--- src/design/pdm_router_pkg.sv ---
/*
 * Shared constants and carrier types for the PDM output channel router.
 * Assumes a 100 MHz core clock and an APB master with 32-bit data.
 */
package pdm_router_pkg;

	// Sample width of one processed audio channel.
	localparam int SAMPLE_W = 16;

	// APB register byte offsets.
	localparam logic [7:0] OFS_CTRL   = 8'h00;
	localparam logic [7:0] OFS_GAIN0  = 8'h04;
	localparam logic [7:0] OFS_GAIN1  = 8'h08;
	localparam logic [7:0] OFS_ATTEN  = 8'h0C;
	localparam logic [7:0] OFS_STATUS = 8'h10;

	// Control register field positions.
	localparam int CTRL_LSEL   = 0;
	localparam int CTRL_RSEL   = 1;
	localparam int CTRL_LMUTE  = 2;
	localparam int CTRL_RMUTE  = 3;
	localparam int CTRL_DIFF   = 4;
	localparam int CTRL_DRVEN  = 5;
	localparam int CTRL_EXTCLK = 6;
	localparam int CTRL_PDMEN  = 7;

	// Gain register fields: coarse steps of 6 dB in [2:0], fine gain in [15:8].
	localparam int GAIN_COARSE_LSB = 0;
	localparam int GAIN_FINE_LSB   = 8;

	// Attenuator register fields.
	localparam int ATTEN0_LSB = 0;
	localparam int ATTEN1_LSB = 8;

	// Values after reset.
	localparam logic [2:0] COARSE_RESET = 3'h0;
	localparam logic [7:0] FINE_RESET   = 8'h80;
	localparam logic [3:0] ATTEN_RESET  = 4'h0;

	// Timing of the swap input debounce.
	localparam longint CLK_FREQ_HZ  = 100_000_000;
	localparam longint SWAP_HOLD_MS = 200;
	localparam longint SWAP_HOLD_CYCLES = (SWAP_HOLD_MS * CLK_FREQ_HZ) / 1000;

	// Cycles the pin synchronisers need before the boot strap is valid.
	localparam logic [1:0] BOOT_WAIT_CYCLES = 2'h3;

	// One frame of processed audio: both channels together.
	typedef struct packed {
		logic signed [SAMPLE_W-1:0] ch1;
		logic signed [SAMPLE_W-1:0] ch0;
	} sample_pair_s;

	// Gain setting of one channel.
	typedef struct packed {
		logic [7:0] fine;
		logic [2:0] coarse;
	} gain_s;

endpackage

--- src/design/pdm_output_channel_router.sv ---
/*
 * PDM output channel router: sample FIFO, per-channel gain, sigma-delta
 * modulators, slot routing and muting onto the digital microphone line,
 * analog and driver bitstreams, APB register file.
 * Assumes the external codec drives external_clock_in, which is sampled
 * asynchronously, and that the processed samples arrive on core_clk.
 */
// The APB register port and the register addresses were left to the implementer.
// Notes on behaviour
// Always two output channels, zero and one.
// Per-channel coarse gain in 6 dB steps.
// Per-channel fine gain applied with coarse.
// Sigma-delta modulator makes each channel's bitstream.
// PDM mode drives bitstream onto data pin.
// Output bits follow the external PDM clock.
// Left and right slots pick channel.
// Muted slot drives constant zero.
// Stereo strap: channel 0 left, 1 right.
// Mono strap: channel 0 on both slots.
// Mono after swap: channel 1 both slots.
// Differential mode: channel 1 is inverted 0.
// Host sets both attenuators equal in differential.
// Attenuators reset to 0 dB, stay writable.
// Driver off by default, same mode select.
// Synchronised output runs from external clock.
// Swap toggles after 200 ms low, debounced.
// Left on rising edge, right on falling.

module pdm_fifo #(
	parameter int WIDTH = 32,
	parameter int DEPTH = 8
) (
	input  wire logic             core_clk,
	input  wire logic             rst_n,
	input  wire logic [WIDTH-1:0] inData,
	input  wire logic             inValid,
	output logic                  inReady,
	output logic [WIDTH-1:0]      outData,
	output logic                  outValid,
	input  wire logic             outReady
);
	localparam int AW = $clog2(DEPTH);

	logic [WIDTH-1:0] mem_ff [DEPTH];
	logic [AW-1:0]    wrPtr_ff;
	logic [AW-1:0]    rdPtr_ff;
	logic [AW:0]      count_ff;
	logic [AW:0]      nxt_count;
	logic             notFull_ff;
	logic             push;
	logic             pop;

	// Ready is a flop of its own, updated with the count, so it leaves the block clean.
	assign push      = inValid && inReady;
	assign pop       = outValid && outReady;
	assign nxt_count = count_ff + (AW+1)'(push) - (AW+1)'(pop);
	assign inReady   = notFull_ff;
	assign outValid = (count_ff != '0);
	assign outData  = mem_ff[rdPtr_ff];

	// Storage is written only on an accepted push, so no reset is needed.
	always_ff @(posedge core_clk) begin
		if (push) begin
			mem_ff[wrPtr_ff] <= inData;
		end
	end

	// Pointers wrap at DEPTH; the count keeps full and empty honest.
	always_ff @(posedge core_clk) begin
		if (!rst_n) begin
			wrPtr_ff <= '0;
			rdPtr_ff <= '0;
			count_ff <= '0;
			notFull_ff <= 1'b1;
		end else begin
			if (push) begin
				wrPtr_ff <= (wrPtr_ff == AW'(DEPTH-1)) ? '0 : wrPtr_ff + 1'b1;
			end
			if (pop) begin
				rdPtr_ff <= (rdPtr_ff == AW'(DEPTH-1)) ? '0 : rdPtr_ff + 1'b1;
			end
			count_ff   <= nxt_count;
			notFull_ff <= (nxt_count != (AW+1)'(DEPTH));
		end
	end
endmodule

module pdm_output_channel_router
	import pdm_router_pkg::*;
#(
	parameter longint SWAP_CYCLES = SWAP_HOLD_CYCLES,
	parameter int     OSR         = 64,
	parameter int     FIFO_DEPTH  = 8
) (
	input  wire logic               core_clk,
	input  wire logic               rst_n,
	input  wire logic               psel,
	input  wire logic               penable,
	input  wire logic               pwrite,
	input  wire logic [7:0]         paddr,
	input  wire logic [31:0]        pwdata,
	output logic [31:0]             prdata,
	output logic                    pready,
	output logic                    pslverr,
	input  wire sample_pair_s       sampleIn,
	input  wire logic               sampleValid,
	output logic                    sampleReady,
	input  wire logic               external_clock_in,
	input  wire logic               mono_stereo_select,
	input  wire logic               channel_swap_in,
	output logic                    pdm_data_out,
	output logic                    analog_out_zero,
	output logic                    analog_out_one,
	output logic                    driverOut0,
	output logic                    driverOut1,
	output logic [3:0]              attenZero,
	output logic [3:0]              attenOne,
	output logic                    clkSrcExternal
);
	localparam int OSR_W = $clog2(OSR);
	localparam int SW_W  = $clog2(SWAP_CYCLES + 1);
	localparam int ACC_W = SAMPLE_W + 3;

	// Pin synchronisers: clock, strap, swap.
	logic [2:0] pinS1_ff;
	logic [2:0] pinS2_ff;
	logic [2:0] pinS3_ff;
	logic [2:0] pinLvl_ff;
	logic       clkLvl;
	logic       monoLvl;
	logic       swapLvl;
	logic       clkPrev_ff;
	logic       riseTick;
	logic       fallTick;

	// Registers.
	logic [7:0] ctrl_ff;
	gain_s      gain_ff [2];
	logic [3:0] atten0_ff;
	logic [3:0] atten1_ff;
	logic [1:0] bootCnt_ff;
	logic       bootDone_ff;
	logic       bootLoad;
	logic       monoStrap_ff;

	// Swap debounce.
	logic [SW_W-1:0] swapCnt_ff;
	logic            swapFired_ff;
	logic            swapState_ff;

	// Datapath.
	sample_pair_s               fifoOut;
	logic                       fifoValid;
	logic                       fifoPop;
	logic [OSR_W-1:0]           osrCnt_ff;
	logic signed [SAMPLE_W-1:0] chanIn_ff [2];
	logic signed [SAMPLE_W-1:0] gained [2];
	logic signed [ACC_W-1:0]    acc_ff [2];
	logic [1:0]                 bit_ff;
	logic                       effSelL;
	logic                       effSelR;
	logic                       apbAccess;

	// Three flip-flops per pin; a level counts once the second and third agree.
	// They run through reset, so the strap has settled before the boot count reads it.
	always_ff @(posedge core_clk) begin
		pinS1_ff <= {channel_swap_in, mono_stereo_select, external_clock_in};
		pinS2_ff <= pinS1_ff;
		pinS3_ff <= pinS2_ff;
		for (int i = 0; i < 3; i++) begin
			if (pinS2_ff[i] == pinS3_ff[i]) begin
				pinLvl_ff[i] <= pinS2_ff[i];
			end
		end
	end
	assign clkLvl  = pinLvl_ff[0];
	assign monoLvl = pinLvl_ff[1];
	assign swapLvl = pinLvl_ff[2];

	// Edges of the incoming PDM clock pace all output bits.
	// The previous level tracks the pin through reset, so no false edge follows it.
	always_ff @(posedge core_clk) begin
		clkPrev_ff <= clkLvl;
	end
	assign riseTick = clkLvl && !clkPrev_ff;
	assign fallTick = !clkLvl && clkPrev_ff;

	// The strap is read once, after the synchronisers have settled past reset.
	always_ff @(posedge core_clk) begin
		if (!rst_n) begin
			bootCnt_ff   <= 2'h0;
			bootDone_ff  <= 1'b0;
			monoStrap_ff <= 1'b0;
		end else if (!bootDone_ff) begin
			bootCnt_ff <= bootCnt_ff + 2'h1;
			if (bootLoad) begin
				bootDone_ff  <= 1'b1;
				monoStrap_ff <= monoLvl;
			end
		end
	end
	assign bootLoad = !bootDone_ff && (bootCnt_ff == BOOT_WAIT_CYCLES);

	// Swap debounce: one toggle per low period that lasts the full hold time.
	always_ff @(posedge core_clk) begin
		if (!rst_n) begin
			swapCnt_ff   <= '0;
			swapFired_ff <= 1'b0;
			swapState_ff <= 1'b0;
		end else if (swapLvl || !bootDone_ff) begin
			swapCnt_ff   <= '0;
			swapFired_ff <= 1'b0;
		end else if (!swapFired_ff) begin
			if (swapCnt_ff == SW_W'(SWAP_CYCLES - 1)) begin
				swapFired_ff <= 1'b1;
				swapState_ff <= !swapState_ff;
			end else begin
				swapCnt_ff <= swapCnt_ff + 1'b1;
			end
		end
	end

	assign apbAccess = psel && penable && pready;

	// Control register: boot preset of the slots, then software writes.
	always_ff @(posedge core_clk) begin
		if (!rst_n) begin
			ctrl_ff <= 8'h00; // Driver off by default.
		end else if (bootLoad) begin
			ctrl_ff[CTRL_LSEL] <= 1'b0;
			ctrl_ff[CTRL_RSEL] <= !monoLvl;
			ctrl_ff[CTRL_PDMEN] <= 1'b1;
		end else if (apbAccess && pwrite && paddr == OFS_CTRL) begin
			ctrl_ff <= pwdata[7:0];
		end
	end

	// Gain and attenuator registers.
	always_ff @(posedge core_clk) begin
		if (!rst_n) begin
			for (int c = 0; c < 2; c++) begin
				gain_ff[c] <= '{fine: FINE_RESET, coarse: COARSE_RESET};
			end
			atten0_ff <= ATTEN_RESET;
			atten1_ff <= ATTEN_RESET;
		end else if (apbAccess && pwrite) begin
			unique case (paddr)
				OFS_GAIN0: gain_ff[0] <= {pwdata[GAIN_FINE_LSB+:8], pwdata[GAIN_COARSE_LSB+:3]};
				OFS_GAIN1: gain_ff[1] <= {pwdata[GAIN_FINE_LSB+:8], pwdata[GAIN_COARSE_LSB+:3]};
				OFS_ATTEN: begin
					atten0_ff <= pwdata[ATTEN0_LSB+:4];
					atten1_ff <= pwdata[ATTEN1_LSB+:4];
				end
				default: ;
			endcase
		end
	end

	// APB slave: one wait state, then pready with data; unmapped gives pslverr.
	always_ff @(posedge core_clk) begin
		if (!rst_n) begin
			pready  <= 1'b0;
			prdata  <= 32'h0000_0000;
			pslverr <= 1'b0;
		end else begin
			pready  <= psel && penable && !pready;
			pslverr <= 1'b0;
			prdata  <= 32'h0000_0000;
			if (psel && penable && !pready) begin
				unique case (paddr)
					OFS_CTRL:   prdata <= {24'h0, ctrl_ff};
					OFS_GAIN0:  prdata <= {16'h0, gain_ff[0].fine, 5'h0, gain_ff[0].coarse};
					OFS_GAIN1:  prdata <= {16'h0, gain_ff[1].fine, 5'h0, gain_ff[1].coarse};
					OFS_ATTEN:  prdata <= {20'h0, atten1_ff, 4'h0, atten0_ff};
					OFS_STATUS: prdata <= {28'h0, clkSrcExternal, bootDone_ff,
						monoStrap_ff, swapState_ff};
					default:    pslverr <= 1'b1;
				endcase
			end
		end
	end

	// FIFO between the sample source and the modulators.
	pdm_fifo #(
		.WIDTH ($bits(sample_pair_s)),
		.DEPTH (FIFO_DEPTH)
	) u_fifo (
		.core_clk (core_clk),
		.rst_n    (rst_n),
		.inData   (sampleIn),
		.inValid  (sampleValid),
		.inReady  (sampleReady),
		.outData  (fifoOut),
		.outValid (fifoValid),
		.outReady (fifoPop)
	);

	// One sample pair feeds OSR modulator steps; the FIFO stalls the source.
	assign fifoPop = riseTick && (osrCnt_ff == '0) && fifoValid;
	always_ff @(posedge core_clk) begin
		if (!rst_n) begin
			osrCnt_ff <= '0;
			chanIn_ff[0] <= '0;
			chanIn_ff[1] <= '0;
		end else begin
			if (riseTick) begin
				osrCnt_ff <= (osrCnt_ff == OSR_W'(OSR - 1)) ? '0 : osrCnt_ff + 1'b1;
			end
			if (fifoPop) begin
				chanIn_ff[0] <= fifoOut.ch0;
				// Differential mode carries channel 0 inverted on channel 1.
				chanIn_ff[1] <= ctrl_ff[CTRL_DIFF] ? -fifoOut.ch0 : fifoOut.ch1;
			end
		end
	end

	// Fine gain is Q1.7 (0x80 is unity); coarse shifts down 6 dB per step.
	function automatic logic signed [SAMPLE_W-1:0] apply_gain(
		input logic signed [SAMPLE_W-1:0] x,
		input gain_s g
	);
		logic signed [SAMPLE_W+9:0] prod;
		prod = (SAMPLE_W+10)'(x) * (SAMPLE_W+10)'($signed({1'b0, g.fine}));
		prod = prod >>> 7;
		prod = prod >>> g.coarse;
		if (prod > (SAMPLE_W+10)'(32767)) begin
			return SAMPLE_W'(32767);
		end
		if (prod < -(SAMPLE_W+10)'(32768)) begin
			return SAMPLE_W'(-32768);
		end
		return prod[SAMPLE_W-1:0];
	endfunction

	assign gained[0] = apply_gain(chanIn_ff[0], gain_ff[0]);
	assign gained[1] = apply_gain(chanIn_ff[1], gain_ff[1]);

	// First-order sigma-delta per channel, stepped on each rising clock edge.
	always_ff @(posedge core_clk) begin
		if (!rst_n) begin
			acc_ff[0] <= '0;
			acc_ff[1] <= '0;
			bit_ff    <= 2'h0;
		end else if (riseTick) begin
			for (int c = 0; c < 2; c++) begin
				logic signed [ACC_W-1:0] nxt_acc;
				nxt_acc = acc_ff[c] + ACC_W'(gained[c])
					- (bit_ff[c] ? ACC_W'(32767) : -ACC_W'(32768));
				acc_ff[c] <= nxt_acc;
				bit_ff[c] <= !nxt_acc[ACC_W-1];
			end
		end
	end

	// The swap toggles which channel each slot takes.
	assign effSelL = ctrl_ff[CTRL_LSEL] ^ swapState_ff;
	assign effSelR = ctrl_ff[CTRL_RSEL] ^ swapState_ff;

	// Left slot on the rising edge, right on the falling edge; mute forces zero.
	always_ff @(posedge core_clk) begin
		if (!rst_n) begin
			pdm_data_out <= 1'b0;
		end else if (!ctrl_ff[CTRL_PDMEN]) begin
			pdm_data_out <= 1'b0;
		end else if (riseTick) begin
			pdm_data_out <= !ctrl_ff[CTRL_LMUTE] && bit_ff[effSelL];
		end else if (fallTick) begin
			pdm_data_out <= !ctrl_ff[CTRL_RMUTE] && bit_ff[effSelR];
		end
	end

	// Analog and driver bitstreams share the stereo or differential choice.
	always_ff @(posedge core_clk) begin
		if (!rst_n) begin
			analog_out_zero <= 1'b0;
			analog_out_one  <= 1'b0;
			driverOut0      <= 1'b0;
			driverOut1      <= 1'b0;
			attenZero       <= ATTEN_RESET;
			attenOne        <= ATTEN_RESET;
			clkSrcExternal  <= 1'b0;
		end else begin
			analog_out_zero <= bit_ff[0];
			analog_out_one  <= bit_ff[1];
			driverOut0      <= ctrl_ff[CTRL_DRVEN] && bit_ff[0];
			driverOut1      <= ctrl_ff[CTRL_DRVEN] && bit_ff[1];
			attenZero       <= atten0_ff;
			attenOne        <= atten1_ff;
			// The RC oscillator cannot track a codec clock.
			clkSrcExternal  <= ctrl_ff[CTRL_EXTCLK] || ctrl_ff[CTRL_PDMEN];
		end
	end
endmodule

--- config.mk ---
export PLATFORM = sky130hd
export DESIGN_NAME = pdm_output_channel_router
export DESIGN_NICKNAME = d
export VERILOG_FILES = /design/src/design/pdm_router_pkg.sv /design/src/design/pdm_output_channel_router.sv
export SDC_FILE = /design/constraint.sdc
export NUM_CORES = 1
export LEC_CHECK = 0
export BUFFER_PORTS_ARGS = -buffer_cell sky130_fd_sc_hd__buf_2
export CAP_MARGIN = 0
export CORE_AREA = 2 2 250 302
export CTS_BUF_LIST = sky130_fd_sc_hd__clkbuf_4 sky130_fd_sc_hd__clkbuf_8
export DETAILED_ROUTE_END_ITERATION = 10
export DIE_AREA = 0 0 252 304
export MAX_ROUTING_LAYER = met4
export SKIP_LAST_GASP = 1
export SYNTH_ARGS = -nofsm -noshare
export SYNTH_HDL_FRONTEND = slang
export SYNTH_SLANG_ARGS = --single-unit
--- constraint.sdc ---
create_clock -name core_clk -period 11.74 [get_ports core_clk]
set_clock_uncertainty 0.15 [all_clocks]
set_input_delay 0.587 -clock core_clk [delete_from_list [all_inputs] [get_ports core_clk]]
set_output_delay 0.587 -clock core_clk [all_outputs]
set_load 0.1 [all_outputs]
# After elaboration in Yosys (flattened, before gate mapping)
# Memory sizes are Yosys's and may differ from the RTL's. A register that Yosys moved wholly into a read port is not among the register bits.
# Index checks and enable logic that the tools add are counted.
dict set report word_totals {
  regBits 127
  ramBits 348
  elab_cells 191
  mem_count 4
}
# name depth width read_ports rd_ports_with_merged_regs wr line_no
set mem_list {}
lappend mem_list {u_fifo.mem_ff 8 32 1 1 1 pdm_output_channel_router.sv:44} ;# logic [WIDTH-1:0] mem_ff [DEPTH];
lappend mem_list {acc_ff 2 19 2 0 2 pdm_output_channel_router.sv:158} ;# logic signed [ACC_W-1:0] acc_ff [2];
lappend mem_list {chanIn_ff 2 16 2 0 2 pdm_output_channel_router.sv:156} ;# logic signed [SAMPLE_W-1:0] chanIn_ff [2];
lappend mem_list {gain_ff 2 11 2 0 2 pdm_output_channel_router.sv:138} ;# gain_s gain_ff [2];
dict set report classes {
  add_sub_neg 12
  mul 2
  magnitude_cmp 6
  eq_ne 13
  shift 2
  n_mux 60
  bitwise_logic 14
  reduce_logical 43
}
# cell count
set ops {}
lappend ops {{$mux W16} 11}
lappend ops {{$pmux W16 S5} 1}
lappend ops {{$mux W19} 4}
lappend ops {{$gt A26 B16 Y1 const B} 2}
lappend ops {{$lt A26 B16 Y1 const B} 2}
lappend ops {{$sshr A18 B3 Y26} 2}
lappend ops {{$mul A16 B9 Y25} 2}
lappend ops {{$add A19 B16 Y19} 2}
lappend ops {{$sub A19 B19 Y19} 2}
lappend ops {{$mux W1} 35}
lappend ops {{$add A25 B1 Y25 const B} 1}
lappend ops {{$eq A25 B25 Y1 const B} 1}
lappend ops {{$mux W11} 2}
lappend ops {{$eq A8 B4 Y1 const B} 2}
lappend ops {{$logic_and A1 B1 Y1} 16}
lappend ops {{$neg A16 Y16} 1}
lappend ops {{$mux W3} 4}
lappend ops {{$reduce_and A2 Y1} 6}
lappend ops {{$logic_not A1 Y1} 10}
lappend ops {{$eq A8 B3 Y1 const B} 1}
lappend ops {{$eq A8 B5 Y1 const B} 1}
lappend ops {{$logic_not A8 Y1} 1}
lappend ops {{$mux W8} 1}
lappend ops {{$add A3 B1 Y3 const B} 2}
lappend ops {{other kinds (22)} 40}

# Logic depth before layout (Yosys ltp)
# Gate-level depths: netlist (run 1).
# An unclocked memory read counts as a cell.
dict set report depth {
  word_depth 11
  depth_mapped 34
}

# Cells and area by module
# A second synthesis (run 1) with hierarchy kept.
dict set report hier_totals {
  hier_cells 2737
  hier_area_um2 31375.1
}
# mod n_inst cells_each area_per_inst_um2
set by_module_without_submodules {}
lappend by_module_without_submodules {pdm_output_channel_router 1 2287 20882.5}
lappend by_module_without_submodules {pdm_fifo 1 450 10492.6}

# Worst setup path after synthesis (run 1)
# Ideal clock, no wire load.
dict set report synth_timing {
  path_kind {register to register}
  startpoint {memory gain_ff[0][15] (netlist bit)}
  endpoint {memory acc_ff[0][37] (netlist bit) (data pin)}
  setup_time_ps 259
  t_arrival_ps 8107
  path_slack_ps 3224
  path_stages_with_launch 34
  n_path_buf 2
  synth_period_minus_slack_ps 8516
  cell_sequence {edfxtp_1 clkbuf_1 and2_1 fa_1 inv_1 fa_1 inv_1 fa_1 inv_1 fa_1 inv_1 ha_1 a21oi_1 o21bai_1 a21o_1 a21oi_1 a21oi_2 o31a_1 or3_4 a2111oi_4 buf_4 a21o_1 fa_1 fa_1 a21o_1 a21oi_1 o21bai_1 a21oi_1 o21ai_0 a41oi_1 a21oi_1 a31oi_1 xnor2_1 nor2b_1}
}
# item line_no
set synth_lines {}
lappend synth_lines {{start: declaration} pdm_output_channel_router.sv:138}
lappend synth_lines {{end: declaration} pdm_output_channel_router.sv:158}

==> qor.csv, run 1 <==
stage;metric;value;unit
run_status;run_status;complete, no violations;
sta;timing.final.crit_share;81.9;%
floorplanning;placeableCoreArea;74000;sq um
logic_synthesis;syn-mean-instance-area;11.5;sq um
clocking;number_of_buffers_inserted_to_repair_setup_after_cts;0;
logic_synthesis;synth_edf_count;351;
logic_synthesis;synth-warning-count;0;
power;internal-power;5.47;mW
global_routing;global_route_wire_length_before_repair;110000;um
floorplanning;design.die.area;76600;sq um
power;power.share.combinational;62.0;%
sta;clock.fmax;104;MHz
floorplanning;io-pin-count;130;
sta;report.final.hold_viol_count;0;
critical_path;worstSetupPathType;flop to flop;
clocking;cts-buffers-inserted;78;
sta;tightestPinTransition;1.14;ns
logic_synthesis;ys_seq_elements;462;
sta;hold-worst-slack;0.0718;ns
sta;min_period;9.61;ns
logic_synthesis;ys_top_cells_by_area;edfxtp_1, fa_1, dfxtp_1;
route;first_pass_iters;5;
layout;final_common_cell;inv_1;
power;total_power_divided_by_cell_area;279;nW/um^2
sta;grt_setup_unrepaired;no;
critical_path;arrival;9.87;ns
logic_synthesis;syn-cell-area;30700;sq um
logic_synthesis;gate_count_post_synth;2659;
global_routing;vias_in_the_first_global_route;21200;
clocking;path_clk_slew;0.06;ns
run;drv.max_cap_violation_count;0;
placed_design;final_hpwl_dp;48800;um
clocking;cts.root.buffer_cell;clkbuf_8;
global_routing;grt_start_max_net_pins;40;
layout;layout.nets;3276;
logic_synthesis;synth_unique_cells;99;
clocking;cts.sinks;462;
route;route.vias.total;19700;
floorplanning;initial_utilization;41.4;%
logic_synthesis;synth_flop_cell;edfxtp_1;
placed_design;buffer_ports.inserted;97;
global_routing;grt.overflow.total;0;
critical_path;delay_of_the_slowest_cell_on_the_worst_path;0.71;ns
clocking;clock_tree.buffer_depth;3;
route;route.detailed.drc;0;
clocking;tritoncts_clock_tree;yes;
layout;mostFrequentLayoutCells;inv_1, edfxtp_1, fa_1;
layout;final_layout_size_suffix_gt1_share;13.6;%
power;clock_power_share;16.3;%
layout;final_cell_area;34300;sq um
power;power.ir.vdd_worst;225;uV
critical_path;required;11.99;ns
layout;syn2layout_area_growth;11.7;%
critical_path;path_max_fanout;17;
logic_synthesis;synth_area_leader_cell;edfxtp_1;
critical_path;endpoint_kind;flop;
sta;worst_slack;2.13;ns
sta;setup-tns-final;0;ns
critical_path;start_kind;flop;
power;power.share.sequential;21.7;%
route;drt_iter0_markers;1125;
route;route.antenna.remaining_nets;0;
logic_synthesis;asyncSetResetFlopFracSynth;0;%
critical_path;crit_path_top_delay_cell;a2111oi_4;
route;post_drt_wl_per_cell;17.6;um
clocking;clock_tree.htree_level_count;3;
placed_design;placed_area;32200;sq um
floorplanning;row_count;110;
placed_design;dpl_worst_slack;2.12;ns
worst_hold_path;holdCritPathClass;input port to flop;
floorplanning;die_x;252;um
power;netSwitchingPower;4.10;mW
floorplanning;die-height;304;um
sta;report.final.setup_viol;0;
global_routing;grt_util_all_layers;18.5;%
route;detail_route.vias_per_cell;5.16;
route;routed_wl;67400;um
power;static-leakage-power;14.0;nW
global_routing;antenna_violations_before_repair;1;
logic_synthesis;yosys.area.top_type_share;34.4;%
placed_design;gp_congestion;0.852;
sta;maxSlewHeadroom;22.9;%
power;power.switching_fraction;42.9;%
critical_path;cell_mode_on_critical_path;fa_1;
clocking;clock_insertion_delay_worst_skew;0.70;ns
sta;slew_violations;0;
logic_synthesis;sequential_to_total_area_share_from_yosys_stat;41.6;%
## critical path: cells and delay by family, from the launching register on
| kind | cells | cell delay (ns) |
|---|---|---|
| AOI/OAI and AO/OA | 16 | 3.76 |
| adders and majority gates | 7 | 3.47 |
| and+or+nand+nor | 3 | 0.84 |
| DFF | 1 | 0.69 |
| buffers and inverters | 4 | 0.31 |
| xor gates and xnor gates | 1 | 0.13 |
## final timing paths
kind / cells after the start / endpoint / start / slack [ns]
worst max register to register: 31 / acc_ff[0][37] / gain_ff[0][16] / 2.13
worst max-delay path: 31 / acc_ff[0][37] / gain_ff[0][16] / 2.13
worst min register to register: 0 / pinS2_ff[0] / pinS1_ff[0] / 0.18
worst min-delay path: 3 / ctrl_ff[7] / pwdata[7] / 0.07
## metal layers
layer | vias to the layer above | routed length (um) | share of wire (%) | track usage, %
met2 | 451 | 33500 | 50 | 31.2
met1 | 9765 | 29000 | 43 | 22.6
li1 | 9394 | - | - | -
met5 | - | 0 | 0 | -
met3 | 121 | 3430 | 5.1 | 3.38
met4 | 0 | 1550 | 2.3 | 5.72
## cells in the mapped netlist (all sizes together) (33+ instances only)
master  instances
inv           355
edfxtp        351
fa            239
nand2         218
nor2          174
and2          171
ha            147
dfxtp         111
a21oi          78
clkbuf         74
mux4           71
xnor2          68
mux2i          52
xor2           52
o21ai          46
a211oi         39
nor3           39
buf            33
nand3          33
## area by class of cell
cell class	instances	area (sq um)
Antenna cell	1	2.50
Clock buffer	103	1310
Fill cell	6729	39800
Sequential cell	462	12800
Inverter	360	1350
Timing Repair Buffer	162	1070
Multi-Input combinational cell	1745	16200
Clock inverter	42	408
Tap cell	952	1190
## flip-flops by register name, indices dropped and copies added, names as in the netlist, 6 cells and up, named ones only
register	count
u_fifo.mem_ff	256
prdata	16
acc_ff	38
chanIn_ff	32
swapCnt_ff	25
gain_ff	22
ctrl_ff	8
osrCnt_ff	6
## stage by stage
| step | power [mW] | util [%] | std cells |
|---|---|---|---|
| detailed placement | 8.03 | 43.4 | 3642 |
| CTS | 9.67 | 46.3 | 3826 |
| finish | 9.57 | 46.3 | 3827 |
| global placement | 7.85 | 43.4 | 3642 |
| global route | 10.6 | 46.3 | 3827 |
| floorplan | 6.91 | - | 2674 |
## cells by family (layout without fill, tap and decap cells)
group,count (synthesis),after routing,share of synthesized area [%]
other,1,17,0.0122
multiplexers,137,137,7.43
adder cells (fa/ha/maj),386,386,21.6
AND/OR/NAND/NOR,760,760,12.3
XOR/XNOR,120,120,3.51
buffers and inverters,467,667,6.03
flip-flops,462,462,41.6
AO/OA/AOI/OAI,326,326,7.52
## power by group through the flow
| stage | Sequential [mW] | Combinational, mW | Clock (mW) |
|---|---|---|---|
| global route | 2.10 | 6.77 | 1.68 |
| global placement | 2.11 | 5.74 | 0 |
| detailed placement | 2.12 | 5.91 | 0 |
| floorplan | 2.08 | 4.83 | 0 |
| finish | 2.08 | 5.94 | 1.56 |
| CTS | 2.08 | 5.98 | 1.60 |
## timing repair
action | 4_1_cts | 5_1_grt
hold buffers | 39 | 0
resized for setup | 0 | 0
hold endpoints to repair | 242 | 0
(Power assumes the default switching activity.)
==> run 2: changes to the inputs <==
clock period = 8.21 ns   (was 11.74 ns; I/O delays follow)
==> run 2 against run 1 <==
  * Sequential share of layout area fell by 2.9 points
  * Design area rose by 8.6%
  * Largest cell class unchanged
  * Setup slack got worse by 2.0 ns
  * Cell count rose by 7.3%
  * Critical path depth fell by 1
  * Die area did not move
  * Fmax rose by 19%
  * First-iteration DRC count fell by 16%
  * Routed wire length rose by 5.5%
==> qor.csv, run 2 (synthesis gave the netlist of run 1 again) <==
stage;metric;value;unit
worst_hold_path;holdCritPathClass;input port to flop;
power;total_power_divided_by_cell_area;453;nW/um^2
sta;clock.fmax;124;MHz
global_routing;vias_in_the_first_global_route;21900;
layout;final.fill_count;6515;
layout;instances_no_fill;4106;
layout;layout_utilization;50.3;%
sta;min_period;8.07;ns
clocking;path_clk_slew;0.06;ns
power;netSwitchingPower;6.96;mW
power;clock_power_share;12.9;%
clocking;cts.root.buffer_cell;clkbuf_8;
critical_path;endpoint_kind;flop;
floorplanning;initial_utilization;41.4;%
route;drt_iter0_markers;947;
sta;slew_violations;0;
route;first_pass_iters;5;
sta;maxSlewHeadroom;30.0;%
placed_design;placed_area;33900;sq um
placed_design;number_of_cells_in_the_design_after_placement;3858;
clocking;tritoncts_clock_tree;yes;
run_status;run_status;complete, no violations;
global_routing;global_route_wire_length_before_repair;113000;um
global_routing;grt.overflow.total;0;
run;drv.max_cap_violation_count;0;
clocking;clock_tree.buffer_depth;3;
global_routing;antenna_violations_before_repair;5;
global_routing;grt_util_all_layers;19.0;%
sta;tightestPinTransition;1.05;ns
layout;layout.nets;3552;
clocking;clock_tree.htree_level_count;3;
critical_path;worstSetupPathType;flop to flop;
sta;report.final.setup_viol;0;
power;power.share.sequential;17.5;%
critical_path;delay_of_the_slowest_cell_on_the_worst_path;0.60;ns
layout;largest_register;u_fifo.mem_ff;
route;route.antenna.remaining_nets;0;
critical_path;path_max_fanout;6;
power;power.switching_fraction;41.3;%
route;routed_wl;71100;um
route;route.detailed.drc;0;
layout;reg.largest.list;u_fifo.mem_ff: 256 flops, acc_ff: 38 flops, chanIn_ff: 32 flops;
layout;final_layout_size_suffix_gt1_share;24.3;%
global_routing;grt_start_max_net_pins;41;
layout;largest_reg_flops;256;
route;route.vias.total;20900;
critical_path;crit_path_top_delay_cell;fa_1;
sta;timing.final.crit_share;98.3;%
floorplanning;design.die.area;76600;sq um
power;internal-power;9.91;mW
power;static-leakage-power;15.4;nW
layout;final_common_cell;edfxtp_1;
route;detail_route.vias_per_cell;5.10;
sta;grt_setup_unrepaired;yes;
placed_design;dpl_worst_slack;-0.208;ns
placed_design;gp_congestion;0.868;
floorplanning;placeableCoreArea;74000;sq um
floorplanning;row_count;110;
floorplanning;die-height;304;um
power;power.ir.vdd_worst;463;uV
critical_path;start_kind;flop;
power;total_power;16.9;mW
route;post_drt_wl_per_cell;17.3;um
clocking;cts-buffers-inserted;78;
critical_path;cell_mode_on_critical_path;fa_1;
floorplanning;io-pin-count;130;
layout;final_cell_area;37200;sq um
layout;mostFrequentLayoutCells;edfxtp_1, inv_1, buf_4;
placed_design;buffer_ports.inserted;97;
placed_design;final_hpwl_dp;50900;um
sta;report.final.hold_viol_count;0;
floorplanning;die_x;252;um
clocking;clock_insertion_delay_worst_skew;0.70;ns
layout;syn2layout_area_growth;21.3;%
critical_path;required;8.45;ns
critical_path;arrival;8.31;ns
power;power.share.combinational;69.6;%
clocking;cts.sinks;462;
sta;worst_slack;0.136;ns
[run 2: changes by cell type in the layout (fill, tap and decap cells not counted), sizes merged]
cell	previous run	this run
dlygate4sd3	39	56
clkbuf	103	112
clkinv	33	25
bufinv	5	2
clkinvlp	2	1
diode	1	5
buf	123	381
inv	362	364
clkdlybuf4s18	0	1
[run 2: path summary, 6_finish.rpt]
path,from,to,slack [ns],cells after the start
max reg2reg,chanIn_ff[0][4],acc_ff[0][17],0.14,30
min,paddr[7],prdata[10],0.05,5
min reg2reg,pinS1_ff[1],pinS2_ff[1],0.18,0
max,chanIn_ff[0][4],acc_ff[0][17],0.14,30
[run 2: power by group through the flow]
stage	clock, mW	sequential [mW]	combinational [mW]
after global placement	0	2.99	9.80
final	2.18	2.95	11.7
after global routing	2.34	2.98	13.0
after floorplan	0	2.97	6.97
after CTS	2.24	2.96	10.4
after detailed placement	0	3.00	10.0
[run 2: per-stage QoR]
stage	TNS, ns	hold WS (ns)
final	0	0.0474
after global placement	-0.329	0.166
after CTS	0	0.00202
after floorplan	-0.00858	0.160
after detailed placement	-1.15	0.164
after global routing	-1.58	0.0514
[run 2: worst max-delay path, delay by kind of cell (launching register included)]
family / cells / cell delay (ns)
AND/OR/NAND/NOR: 8 / 1.33
adder cells (fa/ha/maj): 7 / 2.90
AO/OA/AOI/OAI: 12 / 2.47
flip-flops: 1 / 0.52
buffers and inverters: 2 / 0.27
XOR/XNOR: 1 / 0.13
[run 2: cell type report]
type	count	area, sq um	share of cell area (%)
clock buffer	112	1370	3.69
sequential	462	12800	34.3
multi-input combinational	1745	17000	45.6
timing repair buffer	438	3270	8.80
clock inverter	32	278	0.746
antenna	5	12.5	0.0336
inverter	360	1350	3.63
tap	952	1190	3.20
[run 2: timing repair]
| action | CTS | global route |
|---|---|---|
| gates resized for setup | 18 | 140 |
| pin swaps | 15 | 122 |
| endpoints found under the hold margin | 297 | 0 |
| setup buffers | 4 | 36 |
| setup endpoints to repair | 14 | 23 |
| cloned | 0 | 3 |
| hold buffers | 56 | 0 |
[run 2: metal layers]
metal / track usage [%] / share of wire, % / routed length (um) / vias up
li1: - / - / - / 9955
met1: 23.4 / 43 / 30800 / 10400
met2: 31.6 / 49 / 35100 / 413
met3: 3.78 / 4.9 / 3510 / 116
met4: 5.48 / 2.4 / 1700 / 0
met5: - / 0 / 0 / -
==> run 3: changes to the inputs <==
ABC_AREA = 1   (was default)
CORE_AREA = 2 2 258 311   (was 2 2 250 302)
DIE_AREA = 0 0 260 313   (was 0 0 252 304)
==> run 3 against run 2 <==
  * Design area decreased by 2.3%
  * Sequential power up 1%
  * Clock power fell by 5%
  * Sequential share of layout area grew 0.80 points
  * Area after synthesis increased by 6.7%
  * Combinational power decreased by 26%
  * Flip-flop and latch count is the same
  * Global-route usage up 1.2 points
  * Fmax up 6.3%
==> qor.csv, run 3 <==
stage;metric;value;unit
critical_path;start_kind;flop;
logic_synthesis;ys_top_cells_by_area;edfxtp_1, fa_1, nand2_1;
power;total_power;13.7;mW
logic_synthesis;synth_unique_cells;65;
route;post_drt_wl_per_cell;15.5;um
power;static-leakage-power;16.9;nW
floorplanning;design.die.area;81400;sq um
critical_path;crit_path_top_delay_cell;fa_1;
global_routing;antenna_violations_before_repair;1;
sta;min_period;7.59;ns
clocking;cts.root.buffer_cell;clkbuf_8;
critical_path;crit_buf_inv;9;
layout;largest_reg_flops;256;
logic_synthesis;ys_seq_elements;462;
logic_synthesis;syn-mean-instance-area;8.49;sq um
clocking;clock_tree.buffer_depth;3;
floorplanning;row_count;113;
route;first_pass_iters;5;
placed_design;dpl_worst_slack;0.440;ns
power;total_power_divided_by_cell_area;377;nW/um^2
clocking;cts.sinks;462;
layout;largest_register;u_fifo.mem_ff;
logic_synthesis;gate_count_post_synth;3857;
logic_synthesis;syn-cell-area;32700;sq um
critical_path;cell_mode_on_critical_path;nand2_1;
layout;final_common_cell;nand2_1;
critical_path;worstSetupPathType;flop to flop;
route;route.layer.met1.wl;33700;um
global_routing;grt_start_max_net_pins;86;
placed_design;final_hpwl_dp;57000;um
critical_path;path_max_fanout;15;
run_status;run_status;complete, no violations;
clocking;tritoncts_clock_tree;yes;
logic_synthesis;sequential_to_total_area_share_from_yosys_stat;39.0;%
logic_synthesis;synth_edf_count;351;
layout;final_layout_size_suffix_gt1_share;9.13;%
route;detail_route.vias_per_cell;4.92;
floorplanning;die_x;260;um
layout;layout.nets;4449;
clocking;clock_insertion_delay_worst_skew;0.69;ns
logic_synthesis;synth_flop_cell;edfxtp_1;
floorplanning;io-pin-count;130;
clocking;cts-buffers-inserted;76;
sta;tightestPinTransition;1.13;ns
global_routing;grt.overflow.total;0;
power;power.ir.vdd_worst;267;uV
placed_design;buffer_ports.inserted;97;
sta;slew_violations;0;
route;route.antenna.remaining_nets;0;
sta;report.final.hold_viol_count;0;
logic_synthesis;asyncSetResetFlopFracSynth;0;%
sta;timing.final.crit_share;92.5;%
layout;final_cell_area;36400;sq um
global_routing;global_route_wire_length_before_repair;127000;um
logic_synthesis;synth-warning-count;0;
logic_synthesis;yosys.area.top_type_share;32.2;%
critical_path;cpLargestDelayFamily;adder cells;
critical_path;endpoint_kind;flop;
logic_synthesis;synth_area_leader_cell;edfxtp_1;
route;drt_iter0_markers;1354;
worst_hold_path;holdCritPathClass;input port to flop;
route;route.detailed.drc;0;
logic_synthesis;synth_common_cells;nand2_1, inv_1, nor2_1;
layout;syn2layout_area_growth;11.1;%
clocking;clock_tree.htree_level_count;3;
layout;mostFrequentLayoutCells;nand2_1, inv_1, nor2_1, edfxtp_1, fa_1;
route;routed_wl;78600;um
floorplanning;placeableCoreArea;78500;sq um
critical_path;delay_of_the_slowest_cell_on_the_worst_path;0.59;ns
sta;clock.fmax;132;MHz
run;drv.max_cap_violation_count;0;
placed_design;placed_area;34100;sq um
critical_path;required;8.49;ns
clocking;path_clk_slew;0.07;ns
floorplanning;die-height;313;um
layout;layout_utilization;46.3;%
global_routing;grt_util_all_layers;20.1;%
logic_synthesis;synth.most_common_cell;nand2_1;
sta;report.final.setup_viol;0;
layout;instances_no_fill;5078;
sta;setup-tns-final;0;ns
sta;worst_slack;0.615;ns
placed_design;number_of_cells_in_the_design_after_placement;4872;
global_routing;vias_in_the_first_global_route;24700;
sta;hold-worst-slack;0.0381;ns
sta;maxSlewHeadroom;24.2;%
route;route.vias.total;25000;
route;met2_length;39700;um
layout;reg.largest.list;u_fifo.mem_ff: 256 flops, acc_ff: 38 flops, chanIn_ff: 32 flops;
floorplanning;initial_utilization;41.7;%
placed_design;gp_congestion;0.901;
route;routed.top_layer;met4;
route;route.met3.wl;3160;um
critical_path;arrival;7.87;ns
-- run 3: changes by cell type after synthesis, moves of 51 or more --
cell and change:
inv_1 +343, and2_1 -166, a21oi_1 +98, mux2i_1 -51, nand3_1 +183, nor2_1 +186, o21ai_0 +186, nand2_1 +603
mux4_2 -71
-- run 3: logic make-up (layout without fill, tap and decap cells) --
kind of cell | Yosys count | in the layout | share of synthesized area [%]
flip-flops | 462 | 462 | 39.0
adder cells (fa/ha/maj) | 386 | 386 | 20.2
AO/OA/AOI/OAI | 550 | 550 | 9.13
AND/OR/NAND/NOR | 1538 | 1538 | 19.9
other | 1 | 17 | 0.0115
XOR/XNOR | 40 | 40 | 1.07
multiplexers | 1 | 1 | 0.0688
buffers and inverters | 879 | 1049 | 10.6
-- run 3: worst paths after layout --
check / startpoint / endpoint / slack (ns) / cells past startpoint
setup reg to reg: gain_ff[0][7] / acc_ff[0][14] / 0.62 / 38
hold reg to reg: pinS1_ff[1] / pinS2_ff[1] / 0.18 / 0
setup / recovery: gain_ff[0][7] / acc_ff[0][14] / 0.62 / 38
hold / removal: pwdata[4] / ctrl_ff[4] / 0.04 / 3
-- run 3: power breakdown --
| part | switching (mW) | internal, mW |
|---|---|---|
| logic | 5.61 | 3.02 |
| clock network | 0.972 | 1.11 |
| registers | 0.171 | 2.82 |
| total | 6.76 | 6.95 |
-- run 3: layer usage --
metal | vias to the layer above | GRT usage [%]
li1 | 12600 | -
met1 | 11800 | 24.2
met2 | 445 | 35.2
met3 | 129 | 2.36
met4 | 0 | 6.22
met5 | - | -
-- run 3: final cells by class --
cell class / count / area (sq um)
diodes: 1 / 2.50
clock buffers: 104 / 1300
clock inverters: 34 / 263
fillers: 7685 / 42100
inverters: 710 / 2670
multi-input cells: 2531 / 16600
flip-flops and latches: 462 / 12800
well taps: 1035 / 1290
repair buffers: 201 / 1430
-- run 3: worst reg2reg max path, delay by kind of cell, from the launching register on --
kind,cells,cell delay [ns]
adder cells (fa/ha/maj),7,3.22
buffers and inverters,9,0.78
AO/OA/AOI/OAI,4,0.66
AND/OR/NAND/NOR,18,2.18
flip-flops,1,0.37
-- run 3: repair_timing --
| item | in CTS | in global routing |
|---|---|---|
| hold buffers | 55 | 0 |
| endpoints found under the setup margin | 0 | 13 |
| gates resized for setup | 0 | 5 |
| buffers inserted | 0 | 12 |
| hold endpoints to repair | 303 | 0 |
